File: src/common/rtca_pkg.sv
// Package for the alarm, periodic interrupt and supply monitor block.
// Assumes a 100 MHz APB clock and 32-bit APB data with word registers.
package rtca_pkg;

  // Register indices; the byte address is four times the index.
  localparam logic [3:0] IDX_ALARM_W = 4'h0;  // Weekly alarm preset.
  localparam logic [3:0] IDX_ALARM_D = 4'h1;  // Daily alarm preset.
  localparam logic [3:0] IDX_STATUS  = 4'h2;  // Supply monitor state, read only.
  localparam logic [3:0] IDX_CTRL1   = 4'hE;  // Enables and periodic select.
  localparam logic [3:0] IDX_CTRL2   = 4'hF;  // Threshold select and flags.

  // Control register one fields.
  localparam int WEEKLY_EN_BIT = 7;
  localparam int DAILY_EN_BIT  = 6;
  localparam int PSEL_LSB      = 0;
  // Control register two fields.
  localparam int THRESH_BIT    = 7;
  localparam int UNDERV_BIT    = 6;
  localparam int PFLAG_BIT     = 2;
  localparam int WFLAG_BIT     = 1;
  localparam int DFLAG_BIT     = 0;
  // Alarm preset fields: minute, hour and day of week.
  localparam int MIN_LSB  = 0;
  localparam int HOUR_LSB = 8;
  localparam int DOW_LSB  = 16;
  // Status fields.
  localparam int ST_RESET_BIT = 0;
  localparam int ST_MAIN_BIT  = 1;
  localparam int ST_OSC_BIT   = 2;
  localparam int ST_WIN_BIT   = 3;

  // Periodic select codes.
  localparam logic [2:0] PER_OFF    = 3'h0;
  localparam logic [2:0] PER_LOW    = 3'h1;
  localparam logic [2:0] PER_2HZ    = 3'h2;
  localparam logic [2:0] PER_1HZ    = 3'h3;
  localparam logic [2:0] PER_SECOND = 3'h4;
  localparam logic [2:0] PER_MINUTE = 3'h5;
  localparam logic [2:0] PER_HOUR   = 3'h6;
  localparam logic [2:0] PER_MONTH  = 3'h7;

  // Timing: clock period, sampling window and host reset release delay.
  localparam int  CLK_PERIOD_NS  = 10;
  localparam real SAMPLE_TIME_MS = 7.8;
  localparam real TDELAY_MS      = 100.0;
  localparam int  SAMPLE_CYC     = int'($floor(SAMPLE_TIME_MS * 1.0e6 / CLK_PERIOD_NS));
  localparam int  TDELAY_CYC     = int'($ceil(TDELAY_MS * 1.0e6 / CLK_PERIOD_NS));
  localparam int  CNT_W          = 32;

  // Reset value of every register field is zero.
  localparam logic [31:0] RESET_WORD = 32'h0000_0000;

  // Whole state of the core.
  typedef struct packed {
    logic             main_s1, main_s2;   // Main supply ok synchroniser.
    logic             osc_s1, osc_s2;     // Oscillator running synchroniser.
    logic             bkp_s1, bkp_s2;     // Backup below threshold synchroniser.
    logic             weekly_alarm_enable;
    logic             daily_alarm_enable;
    logic [2:0]       periodic_select;
    logic             backup_threshold_select;
    logic             backup_undervoltage_flag;
    logic             periodic_irq_flag;
    logic             weekly_alarm_flag;
    logic             daily_alarm_flag;
    logic [6:0]       alw_min;
    logic [5:0]       alw_hour;
    logic [2:0]       alw_dow;
    logic [6:0]       ald_min;
    logic [5:0]       ald_hour;
    logic             w_match_prev;
    logic             d_match_prev;
    logic             win_on;
    logic [CNT_W-1:0] win_cnt;
    logic             rst_released;
    logic [CNT_W-1:0] rst_cnt;
    logic             irq_drive;
    logic [31:0]      prdata;
    logic             pready;
    logic             pslverr;
  } rtca_state_type;

endpackage

File: src/verilog/rtca_core.sv
// Alarm, periodic interrupt and supply monitor core with an APB register port.
// Assumes the time counters run on pclk and present time plus event pulses;
// the analog detectors are asynchronous and are synchronised here.
//
// Register access over APB and the register offsets are this design's own decisions.
`timescale 1ns/1ns
`default_nettype none

// Overview of operation
// [RQ1] Sample backup detector 7.8 ms each second
// [RQ2] Threshold select: zero high, one low
// [RQ3] Undervoltage flag set stops further sampling
// [RQ4] Undervoltage flag readable at bit six, F
// [RQ5] Host clears undervoltage flag after seconds write
// [RQ6] Release host reset tdelay after supply rise
// [RQ7] Halted oscillator: delay counts from restart
// [RQ8] Supply fall drives host reset low immediately
// [RQ9] Weekly and daily alarms match, drive interrupt
// [RQ10] Flags: weekly bit1, daily bit0, periodic bit2
// [RQ11] Enables: weekly bit7, daily bit6 at E
// [RQ12] Periodic select bits 2..0, zero disables
// [RQ13] Power-on with all disabled: interrupt inactive
// [RQ14] Any active source pulls interrupt low
// [RQ15] Host reads flags to find source
// [RQ16] Alarm flag: write one ignored, zero clears
// [RQ17] Clearing flag keeps enable; alarm re-arms
// [RQ18] Host disables alarm before writing preset
// [RQ19] Re-enable during match does not fire
// [RQ20] Periodic codes: off, low, 2Hz, 1Hz, levels
// [RQ21] Level mode holds low until flag cleared
// [RQ22] Power-on clears control fields and flags
// [RQ23] Detectors pass two flip-flops before use
module rtca_core #(
  parameter int SAMPLE_CYC = rtca_pkg::SAMPLE_CYC,  // Sampling window length in cycles.
  parameter int TDELAY_CYC = rtca_pkg::TDELAY_CYC   // Host reset release delay in cycles.
) (
  input  wire logic        pclk,
  input  wire logic        presetn,
  input  wire logic        psel,
  input  wire logic        penable,
  input  wire logic        pwrite,
  input  wire logic [7:0]  paddr,
  input  wire logic [31:0] pwdata,
  output logic      [31:0] prdata,
  output logic             pready,
  output logic             pslverr,
  input  wire logic [6:0]  time_min,
  input  wire logic [5:0]  time_hour,
  input  wire logic [2:0]  time_dow,
  input  wire logic [1:0]  sub_second_quarter,
  input  wire logic        second_tick,
  input  wire logic        minute_tick,
  input  wire logic        hour_tick,
  input  wire logic        month_tick,
  input  wire logic        main_supply_ok,
  input  wire logic        osc_running,
  input  wire logic        backup_below_thresh,
  output logic             backup_sample_en,
  output logic             backup_threshold_low,
  output logic             host_reset_out_n_o,
  output logic             host_reset_out_n_oe,
  output logic             irq_out_n_o,
  output logic             irq_out_n_oe
);

  ////////////////////////////////////////////////////////////////////////////////
  // Elaboration check.

  // Both counts must be at least one cycle; the counter width is not checked.
  if (SAMPLE_CYC < 1 || TDELAY_CYC < 1) begin : g_bad_count
    $error("rtca_core: SAMPLE_CYC and TDELAY_CYC must be at least one");
  end

  ////////////////////////////////////////////////////////////////////////////////
  // Declarations.

  localparam logic [rtca_pkg::CNT_W-1:0] SAMPLE_LAST = rtca_pkg::CNT_W'(SAMPLE_CYC - 1);
  localparam logic [rtca_pkg::CNT_W-1:0] TDELAY_LAST = rtca_pkg::CNT_W'(TDELAY_CYC - 1);

  rtca_pkg::rtca_state_type state_ff;   // Registered state.
  rtca_pkg::rtca_state_type nxt_state;  // Next state.

  logic        setup_rd;   // Setup cycle of any transfer.
  logic        acc_wr;     // Write access edge.
  logic        mapped;     // Address hits a register.
  logic [3:0]  idx;        // Register index from the address.
  logic        w_match;    // Weekly preset equals current time.
  logic        d_match;    // Daily preset equals current time.
  logic        w_fire;     // Weekly alarm event.
  logic        d_fire;     // Daily alarm event.
  logic        p_event;    // Periodic level event.
  logic        p_pulse_low; // Pulse mode low phase.
  logic        wr_c2;      // Write to control register two.

  // Returns the readable word of a register index.
  function automatic logic [31:0] read_word(input rtca_pkg::rtca_state_type s,
                                            input logic [3:0] i);
    logic [31:0] w;
    w = rtca_pkg::RESET_WORD;
    case (i)
      rtca_pkg::IDX_ALARM_W: begin
        w[rtca_pkg::MIN_LSB +: 7]  = s.alw_min;
        w[rtca_pkg::HOUR_LSB +: 6] = s.alw_hour;
        w[rtca_pkg::DOW_LSB +: 3]  = s.alw_dow;
      end
      rtca_pkg::IDX_ALARM_D: begin
        w[rtca_pkg::MIN_LSB +: 7]  = s.ald_min;
        w[rtca_pkg::HOUR_LSB +: 6] = s.ald_hour;
      end
      rtca_pkg::IDX_STATUS: begin
        w[rtca_pkg::ST_RESET_BIT] = s.rst_released;
        w[rtca_pkg::ST_MAIN_BIT]  = s.main_s2;
        w[rtca_pkg::ST_OSC_BIT]   = s.osc_s2;
        w[rtca_pkg::ST_WIN_BIT]   = s.win_on;
      end
      rtca_pkg::IDX_CTRL1: begin
        w[rtca_pkg::WEEKLY_EN_BIT]     = s.weekly_alarm_enable;  // RQ11
        w[rtca_pkg::DAILY_EN_BIT]      = s.daily_alarm_enable;
        w[rtca_pkg::PSEL_LSB +: 3]     = s.periodic_select;      // RQ12
      end
      rtca_pkg::IDX_CTRL2: begin
        w[rtca_pkg::THRESH_BIT] = s.backup_threshold_select;
        w[rtca_pkg::UNDERV_BIT] = s.backup_undervoltage_flag;    // RQ4
        w[rtca_pkg::PFLAG_BIT]  = s.periodic_irq_flag;           // RQ10
        w[rtca_pkg::WFLAG_BIT]  = s.weekly_alarm_flag;
        w[rtca_pkg::DFLAG_BIT]  = s.daily_alarm_flag;
      end
      default: w = rtca_pkg::RESET_WORD;
    endcase
    return w;
  endfunction

  // A flag that hardware sets and a write of zero clears; the set wins.
  function automatic logic flag_next(input logic cur, input logic set,
                                     input logic wr, input logic wbit);
    return set | (cur & ~(wr & ~wbit));
  endfunction

  ////////////////////////////////////////////////////////////////////////////////
  // Next-state logic.

  // Decodes the bus, updates registers, alarms, periodic logic and monitors.
  always_comb begin
    nxt_state = state_ff;
    idx       = paddr[5:2];
    mapped    = (paddr[7:6] == 2'h0) && (paddr[1:0] == 2'h0) &&
                (idx == rtca_pkg::IDX_ALARM_W || idx == rtca_pkg::IDX_ALARM_D ||
                 idx == rtca_pkg::IDX_STATUS || idx == rtca_pkg::IDX_CTRL1 ||
                 idx == rtca_pkg::IDX_CTRL2);
    setup_rd  = psel && !penable;
    acc_wr    = psel && penable && state_ff.pready && pwrite && mapped;
    wr_c2     = acc_wr && idx == rtca_pkg::IDX_CTRL2;

    // Detector synchronisers; only the second stage is read.
    nxt_state.main_s1 = main_supply_ok;          // RQ23
    nxt_state.main_s2 = state_ff.main_s1;
    nxt_state.osc_s1  = osc_running;
    nxt_state.osc_s2  = state_ff.osc_s1;
    nxt_state.bkp_s1  = backup_below_thresh;
    nxt_state.bkp_s2  = state_ff.bkp_s1;

    // Bus answer: data and error are prepared in setup, ready one cycle later.
    nxt_state.pready  = setup_rd;
    if (setup_rd) begin
      nxt_state.prdata  = pwrite ? rtca_pkg::RESET_WORD : read_word(state_ff, idx);
      nxt_state.pslverr = !mapped;
    end else if (!psel) begin
      nxt_state.pslverr = 1'b0;
    end

    // Alarm comparators fire on the first cycle of a match while enabled.
    w_match = (time_dow == state_ff.alw_dow) && (time_hour == state_ff.alw_hour) &&
              (time_min == state_ff.alw_min);
    d_match = (time_hour == state_ff.ald_hour) && (time_min == state_ff.ald_min);
    // Matching edges only, so enabling during a held match waits a full cycle of time.
    w_fire  = state_ff.weekly_alarm_enable && w_match && !state_ff.w_match_prev;  // RQ9 RQ19
    d_fire  = state_ff.daily_alarm_enable && d_match && !state_ff.d_match_prev;   // RQ9 RQ19
    nxt_state.w_match_prev = w_match;
    nxt_state.d_match_prev = d_match;

    // Periodic events for the level codes.
    case (state_ff.periodic_select)
      rtca_pkg::PER_SECOND: p_event = second_tick;  // RQ20
      rtca_pkg::PER_MINUTE: p_event = minute_tick;
      rtca_pkg::PER_HOUR:   p_event = hour_tick;
      rtca_pkg::PER_MONTH:  p_event = month_tick;
      default:              p_event = 1'b0;
    endcase

    // Flags: writes of one are ignored, writes of zero clear, events win.
    nxt_state.weekly_alarm_flag = flag_next(state_ff.weekly_alarm_flag, w_fire, wr_c2,
                                            pwdata[rtca_pkg::WFLAG_BIT]);  // RQ10 RQ16 RQ17
    nxt_state.daily_alarm_flag  = flag_next(state_ff.daily_alarm_flag, d_fire, wr_c2,
                                            pwdata[rtca_pkg::DFLAG_BIT]);  // RQ10 RQ16 RQ17
    nxt_state.periodic_irq_flag = flag_next(state_ff.periodic_irq_flag, p_event, wr_c2,
                                            pwdata[rtca_pkg::PFLAG_BIT]);  // RQ10 RQ21

    // Backup sampling window opens on each second unless the flag is set.
    if (state_ff.backup_undervoltage_flag) begin
      nxt_state.win_on  = 1'b0;                                // RQ3
      nxt_state.win_cnt = '0;
    end else if (state_ff.win_on) begin
      nxt_state.win_on  = (state_ff.win_cnt != SAMPLE_LAST);   // RQ1
      nxt_state.win_cnt = state_ff.win_cnt + 1'b1;
    end else if (second_tick) begin
      nxt_state.win_on  = 1'b1;                                // RQ1
      nxt_state.win_cnt = '0;
    end
    nxt_state.backup_undervoltage_flag =
      flag_next(state_ff.backup_undervoltage_flag, state_ff.win_on && state_ff.bkp_s2,
                wr_c2, pwdata[rtca_pkg::UNDERV_BIT]);          // RQ1 RQ5

    // Host reset: low at once on supply loss, released after the delay.
    if (!state_ff.main_s2) begin
      nxt_state.rst_released = 1'b0;                           // RQ8
      nxt_state.rst_cnt      = '0;
    end else if (!state_ff.rst_released) begin
      if (!state_ff.osc_s2) begin
        nxt_state.rst_cnt = '0;                                // RQ7
      end else if (state_ff.rst_cnt == TDELAY_LAST) begin
        nxt_state.rst_released = 1'b1;                         // RQ6
      end else begin
        nxt_state.rst_cnt = state_ff.rst_cnt + 1'b1;           // RQ6
      end
    end

    // Register writes.
    if (acc_wr) begin
      case (idx)
        rtca_pkg::IDX_ALARM_W: begin
          nxt_state.alw_min  = pwdata[rtca_pkg::MIN_LSB +: 7];
          nxt_state.alw_hour = pwdata[rtca_pkg::HOUR_LSB +: 6];
          nxt_state.alw_dow  = pwdata[rtca_pkg::DOW_LSB +: 3];
        end
        rtca_pkg::IDX_ALARM_D: begin
          nxt_state.ald_min  = pwdata[rtca_pkg::MIN_LSB +: 7];
          nxt_state.ald_hour = pwdata[rtca_pkg::HOUR_LSB +: 6];
        end
        rtca_pkg::IDX_CTRL1: begin
          nxt_state.weekly_alarm_enable = pwdata[rtca_pkg::WEEKLY_EN_BIT];  // RQ11
          nxt_state.daily_alarm_enable  = pwdata[rtca_pkg::DAILY_EN_BIT];   // RQ11
          nxt_state.periodic_select     = pwdata[rtca_pkg::PSEL_LSB +: 3];  // RQ12
        end
        rtca_pkg::IDX_CTRL2: begin
          nxt_state.backup_threshold_select = pwdata[rtca_pkg::THRESH_BIT];  // RQ2
        end
        default: begin
          nxt_state.pslverr = state_ff.pslverr;
        end
      endcase
    end

    // Pulse phase follows the select being written, so switching off leaves no stale low.
    case (nxt_state.periodic_select)
      rtca_pkg::PER_2HZ: p_pulse_low = !sub_second_quarter[0];  // RQ20
      rtca_pkg::PER_1HZ: p_pulse_low = !sub_second_quarter[1];
      default:           p_pulse_low = 1'b0;
    endcase

    // Shared interrupt: any active source pulls the line low.
    nxt_state.irq_drive =
      nxt_state.weekly_alarm_flag || nxt_state.daily_alarm_flag ||        // RQ14 RQ16
      (nxt_state.periodic_select == rtca_pkg::PER_LOW) || p_pulse_low ||  // RQ20
      (nxt_state.periodic_select[2] && nxt_state.periodic_irq_flag);      // RQ21 RQ13
  end

  ////////////////////////////////////////////////////////////////////////////////
  // State register.

  // Power-on reset clears every field, so all enables and flags start at zero.
  always_ff @(posedge pclk or negedge presetn) begin
    if (!presetn) begin
      state_ff <= '0;  // RQ22 RQ13
    end else begin
      state_ff <= nxt_state;
    end
  end

  ////////////////////////////////////////////////////////////////////////////////
  // Outputs, each straight from the state register.

  assign prdata               = state_ff.prdata;
  assign pready               = state_ff.pready;
  assign pslverr              = state_ff.pslverr;
  assign backup_sample_en     = state_ff.win_on;
  assign backup_threshold_low = state_ff.backup_threshold_select;  // RQ2
  // Open-drain pins only ever pull low, so the data bit is the reset value.
  assign host_reset_out_n_o   = state_ff.prdata[31] & 1'b0;
  assign host_reset_out_n_oe  = !state_ff.rst_released;
  assign irq_out_n_o          = state_ff.prdata[31] & 1'b0;
  assign irq_out_n_oe         = state_ff.irq_drive;

  ////////////////////////////////////////////////////////////////////////////////
  // Assertions.

  property p_window_len;
    @(posedge pclk) disable iff (!presetn)
    $rose(state_ff.win_on) |-> state_ff.win_on [*2];
  endproperty
  a_window_len: assert property (p_window_len) else $error("window closed early");  // RQ1

  property p_no_window_flagged;
    @(posedge pclk) disable iff (!presetn)
    state_ff.backup_undervoltage_flag && !wr_c2 |=> !state_ff.win_on;
  endproperty
  a_no_window_flagged: assert property (p_no_window_flagged)
    else $error("sampling while flag set");  // RQ3

  property p_thresh_out;
    @(posedge pclk) disable iff (!presetn)
    wr_c2 |=> backup_threshold_low == $past(pwdata[rtca_pkg::THRESH_BIT]);
  endproperty
  a_thresh_out: assert property (p_thresh_out) else $error("threshold output wrong");  // RQ2

  property p_reset_fall;
    @(posedge pclk) disable iff (!presetn)
    !state_ff.main_s2 |=> host_reset_out_n_oe;
  endproperty
  a_reset_fall: assert property (p_reset_fall) else $error("host reset not driven");  // RQ8

  property p_reset_release;
    @(posedge pclk) disable iff (!presetn)
    $rose(state_ff.rst_released) |->
      $past(state_ff.main_s2) && $past(state_ff.osc_s2) && $past(state_ff.rst_cnt) == TDELAY_LAST;
  endproperty
  a_reset_release: assert property (p_reset_release) else $error("early reset release");  // RQ6

  property p_osc_restart;
    @(posedge pclk) disable iff (!presetn)
    state_ff.main_s2 && !state_ff.osc_s2 && !state_ff.rst_released |=> state_ff.rst_cnt == '0;
  endproperty
  a_osc_restart: assert property (p_osc_restart) else $error("delay not restarted");  // RQ7

  property p_alarm_irq;
    @(posedge pclk) disable iff (!presetn)
    w_fire || d_fire |=> irq_out_n_oe && (state_ff.weekly_alarm_flag || state_ff.daily_alarm_flag);
  endproperty
  a_alarm_irq: assert property (p_alarm_irq) else $error("alarm did not drive line");  // RQ9

  property p_no_refire;
    @(posedge pclk) disable iff (!presetn)
    $rose(state_ff.daily_alarm_enable) && d_match && $past(d_match) &&
    !state_ff.daily_alarm_flag |=> !state_ff.daily_alarm_flag;
  endproperty
  a_no_refire: assert property (p_no_refire) else $error("fired on re-enable");  // RQ19

  property p_idle_high;
    @(posedge pclk) disable iff (!presetn)
    !state_ff.weekly_alarm_flag && !state_ff.daily_alarm_flag &&
    state_ff.periodic_select == rtca_pkg::PER_OFF |-> !irq_out_n_oe;
  endproperty
  a_idle_high: assert property (p_idle_high) else $error("line low with no source");  // RQ13

  property p_level_hold;
    @(posedge pclk) disable iff (!presetn)
    state_ff.periodic_irq_flag && state_ff.periodic_select[2] && !acc_wr
      |=> irq_out_n_oe && state_ff.periodic_irq_flag;
  endproperty
  a_level_hold: assert property (p_level_hold) else $error("level released early");  // RQ21

  property p_flag_clear;
    @(posedge pclk) disable iff (!presetn)
    wr_c2 && !pwdata[rtca_pkg::DFLAG_BIT] && !d_fire |=> !state_ff.daily_alarm_flag;
  endproperty
  a_flag_clear: assert property (p_flag_clear) else $error("flag not cleared");  // RQ16

endmodule

`default_nettype wire

File: config.mk
export PLATFORM = sky130hd
export DESIGN_NAME = rtca_core
export DESIGN_NICKNAME = d
export VERILOG_FILES = /design/src/common/rtca_pkg.sv /design/src/verilog/rtca_core.sv
export SDC_FILE = /design/constraint.sdc
export NUM_CORES = 1
export LEC_CHECK = 0
export BUFFER_PORTS_ARGS = -buffer_cell sky130_fd_sc_hd__buf_2
export CAP_MARGIN = 15
export CORE_MARGIN = 5
export CORE_UTILIZATION = 25
export CTS_CLUSTER_SIZE = 40
export DETAILED_ROUTE_END_ITERATION = 10
export SKIP_LAST_GASP = 1
export SYNTH_ARGS = -nofsm -noshare
export SYNTH_HDL_FRONTEND = slang
export SYNTH_SLANG_ARGS = --single-unit
export TNS_END_PERCENT = 50
File: constraint.sdc
create_clock -name pclk -period 2.8 [get_ports pclk]
set_clock_uncertainty 0.05 [all_clocks]
set_input_delay 0.56 -clock pclk [delete_from_list [all_inputs] [get_ports pclk]]
set_output_delay 0.56 -clock pclk [all_outputs]
set_load 0.005 [all_outputs]
==> metrics list <==
- The detail route stage leaves a number of antenna-violating nets equal to 0.
- Length of the first detailed-routing pass in iterations: 8
- Die span in y: roughly 180 um
- For the pin with the worst max-slew slack, the measured transition is 667.5 ps.
- Compared with the post-synthesis result, the final layout area differs by 18.64%.
- Wires add up to between 15 and 20 mm.
- Global routing consumed, over all layers together, about an eighth of the routing resources.
- Power per unit of standard cell area: 523.4 nW/um^2
- Vias per inst: between 5 and 6
- Entering global routing, the biggest net connects between 50 and 60 pins.
- Of the cells placed in the final design, the portion with a size suffix greater than 1 is between 20% and 30%.
- For this run, design rule violations remaining after detail routing come to 0.
- The worst setup path is launched from a flip-flop.
- Routability-driven placement congestion ratio: about 0.81
* Maximum number of buffers from clock root to sink: 2
- Overall die width: roughly 180 um
- The worst setup path is of the flip-flop to flip-flop kind.
* Sequential Area: 3328 sq um
- Number of global-route vias before repair: 5953
* Reg2reg start: state_ff[35]
* Dominant register cell in the synthesized netlist: sky130_fd_sc_hd__dfrtp_1
- Final setup violation count: 0
- Setup TNS Final: 0 ps
- DIE AREA: roughly 32000 sq um
* Max IR drop VDD: around 420 uV
* Share of synthesized registers carrying an async set or reset: 100.0%
- Number of clock sinks: 133
- Synthesis warning total: 0
* Routing usage on met2: 18.18%
- Post-CTS resize count: 0
- Num ports: 110
- Final hold viol count: 0
- Maximum clock rate: ~0.4 GHz
- Yosys mapped a number of flops with a built-in enable equal to 0.
- Leakage dissipation: 3.838 nW
- Fillers: approximately 3000
- The routed layout has around 6000 vias.
- For flop-to-flop paths, the worst setup slack is between 300 and 400 ps.
- The later pin in the worst-skew pair is clocked with a latency of 430 ps.
- Footprint of the multi-input gates: ~3400 sq um
* Aggregate global routing overflow: 0
* Critical path required time: around 3000 ps
- Flop and latch count out of synthesis: between 100 and 150
- Dividing the detail-routed wire length by the instance count gives ~16 um.
* Length in cells of the worst reg-to-reg path: 6
- The core region is 28550 sq um.
- Part of the Yosys area used for sequential elements: ~46%
- Wire length of the first global-routing pass: approximately 32 mm
- A synthesized cell averages a little under 10 sq um.
* Status: complete, no violations
- RSZ-0062 raised after global routing: no
- Std cell rows: 62
- Endpoint arrival time on the critical path: 2750 ps
- The clock tree synthesis step divided the H-tree into 4 levels.
- In the final design database the tool counted 862 nets.
- In this run the tightest slew margin relative to its limit is between 50% and 60%.
- The total count of max-transition violations in the final report was 0.
- Across the run, the number of max-cap violations was 0.
* Post-synthesis cell count: just over 700
- CTS clk-pin slew, worst paths: around 60 ps
- The tree is rooted in a sky130_fd_sc_hd__clkbuf_16.
* Hold Buf Count CTS: 0
- For the finished layout, the period the worst path requires is between 2000 and 2500 ps.
- The worst hold path belongs to the class primary input to async pin.
* GR Util met3: roughly 2.7%
- Met1 Resource Use GR: around 17%
- Input and output buffers added on the ports amount to 77.
- The synthesized netlist contains 67 unique library cells.
* Number of buffers created by CTS: 17
- The mapped netlist covers ~7200 sq um.
* End of the worst register-to-register path: state_ff[53]
* Starting utilization of the core area: about a quarter
- The tightest hold path in the finished design has a slack of roughly 3.9 ps.
- In this run the worst path has a maximum fanout of 13.
* Type of element capturing the critical path: flip-flop
- Initial detailed-routing violation count: between 500 and 600
- In this run the post-CTS setup repair buffer count came out at 0.
- Half-perimeter wire length after detailed placement: roughly 14 mm
- CTS tree: yes
- The global routing stage identified its most utilized layer as met2.
- In the finished design, the share of the clock period the worst path needs comes to 89.28%.
- Number of antenna violations at the first check in global routing: 0
* Antenna Cells: 0
## worst max-delay path, cell delays in order (launching register included)
cell,delay [ps]
sky130_fd_sc_hd__dfrtp_1,430
sky130_fd_sc_hd__ha_1,260
sky130_fd_sc_hd__and3_1,240
sky130_fd_sc_hd__nand4_1,160
sky130_fd_sc_hd__o31a_1,340
sky130_fd_sc_hd__nand2_1,430
sky130_fd_sc_hd__o41ai_1,460
## layout by cell type (no fill, tap or decap), types with 9 or more instances in the layout
cell                        Yosys  layout
sky130_fd_sc_hd__and3_1        15      15
sky130_fd_sc_hd__a222oi_1       9       9
sky130_fd_sc_hd__o21ai_0       51      51
sky130_fd_sc_hd__nor2_1        23      23
sky130_fd_sc_hd__nor4_1        19      18
sky130_fd_sc_hd__inv_1         25      25
sky130_fd_sc_hd__clkbuf_16      0      17
sky130_fd_sc_hd__mux2_2        37      37
sky130_fd_sc_hd__o31ai_1        9       9
sky130_fd_sc_hd__dfrtp_1      133     133
sky130_fd_sc_hd__a21oi_1       16      16
sky130_fd_sc_hd__xor2_1        21      21
sky130_fd_sc_hd__buf_4         36      23
sky130_fd_sc_hd__conb_1         1      17
sky130_fd_sc_hd__a22o_1        12      12
sky130_fd_sc_hd__buf_2          5      76
sky130_fd_sc_hd__and2_1        10      10
sky130_fd_sc_hd__nand3_1       29      29
sky130_fd_sc_hd__a41oi_1       13      13
sky130_fd_sc_hd__nand4_1       20      20
sky130_fd_sc_hd__a31oi_1       31      31
sky130_fd_sc_hd__nor3_1        13      13
sky130_fd_sc_hd__nand2_1       63      63
## cells in the mapped netlist (6+ instances only)
| master | number | share of area, % |
|---|---|---|
| sky130_fd_sc_hd__nand4_1 | 20 | 1.7 |
| sky130_fd_sc_hd__nand2_1 | 63 | 3.3 |
| sky130_fd_sc_hd__a22o_1 | 12 | 1.5 |
| sky130_fd_sc_hd__a211o_1 | 6 | 0.73 |
| sky130_fd_sc_hd__a222oi_1 | 9 | 1.3 |
| sky130_fd_sc_hd__a41oi_1 | 13 | 1.6 |
| sky130_fd_sc_hd__nor4_1 | 19 | 1.7 |
| sky130_fd_sc_hd__a31oi_1 | 31 | 2.7 |
| sky130_fd_sc_hd__clkbuf_1 | 30 | 1.6 |
| sky130_fd_sc_hd__nor2_1 | 23 | 1.2 |
| sky130_fd_sc_hd__and3_1 | 15 | 1.3 |
| sky130_fd_sc_hd__mux2_2 | 37 | 5.8 |
| sky130_fd_sc_hd__o21ai_0 | 51 | 3.5 |
| sky130_fd_sc_hd__a31o_2 | 6 | 0.73 |
| sky130_fd_sc_hd__dfrtp_1 | 133 | 46 |
| sky130_fd_sc_hd__xnor2_1 | 8 | 0.97 |
| sky130_fd_sc_hd__buf_4 | 36 | 3.8 |
| sky130_fd_sc_hd__o31ai_1 | 9 | 0.94 |
| sky130_fd_sc_hd__o211ai_1 | 6 | 0.63 |
| sky130_fd_sc_hd__xor2_1 | 21 | 2.6 |
| sky130_fd_sc_hd__and2_1 | 10 | 0.87 |
| sky130_fd_sc_hd__inv_1 | 25 | 1.3 |
| sky130_fd_sc_hd__a21oi_1 | 16 | 1.1 |
| sky130_fd_sc_hd__nand3_1 | 29 | 2.0 |
| sky130_fd_sc_hd__nor3_1 | 13 | 0.90 |
## registers in the layout, indices dropped and copies added (netlist names)
signal / count
nxt_state: 3
pready: 1
pslverr: 1
irq_out_n_oe: 1
backup_sample_en: 1
prdata: 17
state_ff: 108
backup_threshold_low: 1
## stage by stage
stage               util, %  cell area, sq um  power [mW]  worst slack (ps)  std cells
floorplan                 -              7251       2.072             331.7        743
global placement      27.72              7913       2.189             309.5       1155
detailed placement    27.72              7913       2.188             280.9       1155
CTS                   29.86              8524       4.527             271.2       1187
global route          29.88              8531       4.633             113.0       1187
finish                29.88              8531       4.465             300.3       1187
## area by class of cell
class,instances,share of cell area [%]
sequential,133,39.01
clock buffer,17,4.987
clock inverter,15,2.185
multi-input combinational,512,40.23
tap,384,5.632
timing repair buffer,101,6.850
inverter,25,1.100
## report_power, final
group	switching [mW]	internal (mW)
clock	0.959	1.36
combinational	0.134	0.0713
sequential	0.0131	1.93
## metal layers
layer | up-vias | share of wire, % | wire length [um]
li1 | 2846 | - | -
met4 | 0 | 1.2 | 238
met2 | 174 | 46 | 8723
met1 | 2962 | 48 | 9231
met3 | 14 | 4.7 | 901
met5 | - | 0 | 0
## how the worst max path moves through the flow
stage | startpoint | to | slack [ps] | cells past startpoint
finish | state_ff[35] | state_ff[53] | 300 | 6
global placement | paddr[7] | irq_out_n_oe | 310 | 6
floorplan | paddr[7] | irq_out_n_oe | 330 | 4
global route | state_ff[35] | state_ff[53] | 110 | 6
CTS | state_ff[68] | state_ff[96] | 270 | 6
detailed placement | paddr[7] | irq_out_n_oe | 280 | 6
## logic make-up after synthesis
kind of cell | synth area share [%]
AND/OR/NAND/NOR | 17.52
XOR/XNOR | 3.532
other | 0.05215
flip-flops | 46.28
adder cells (fa/ha/maj) | 0.3480
buffers and inverters | 7.099
AO/OA/AOI/OAI | 18.50
multiplexers | 6.664
Note: power is estimated with default switching activity, not from simulation.
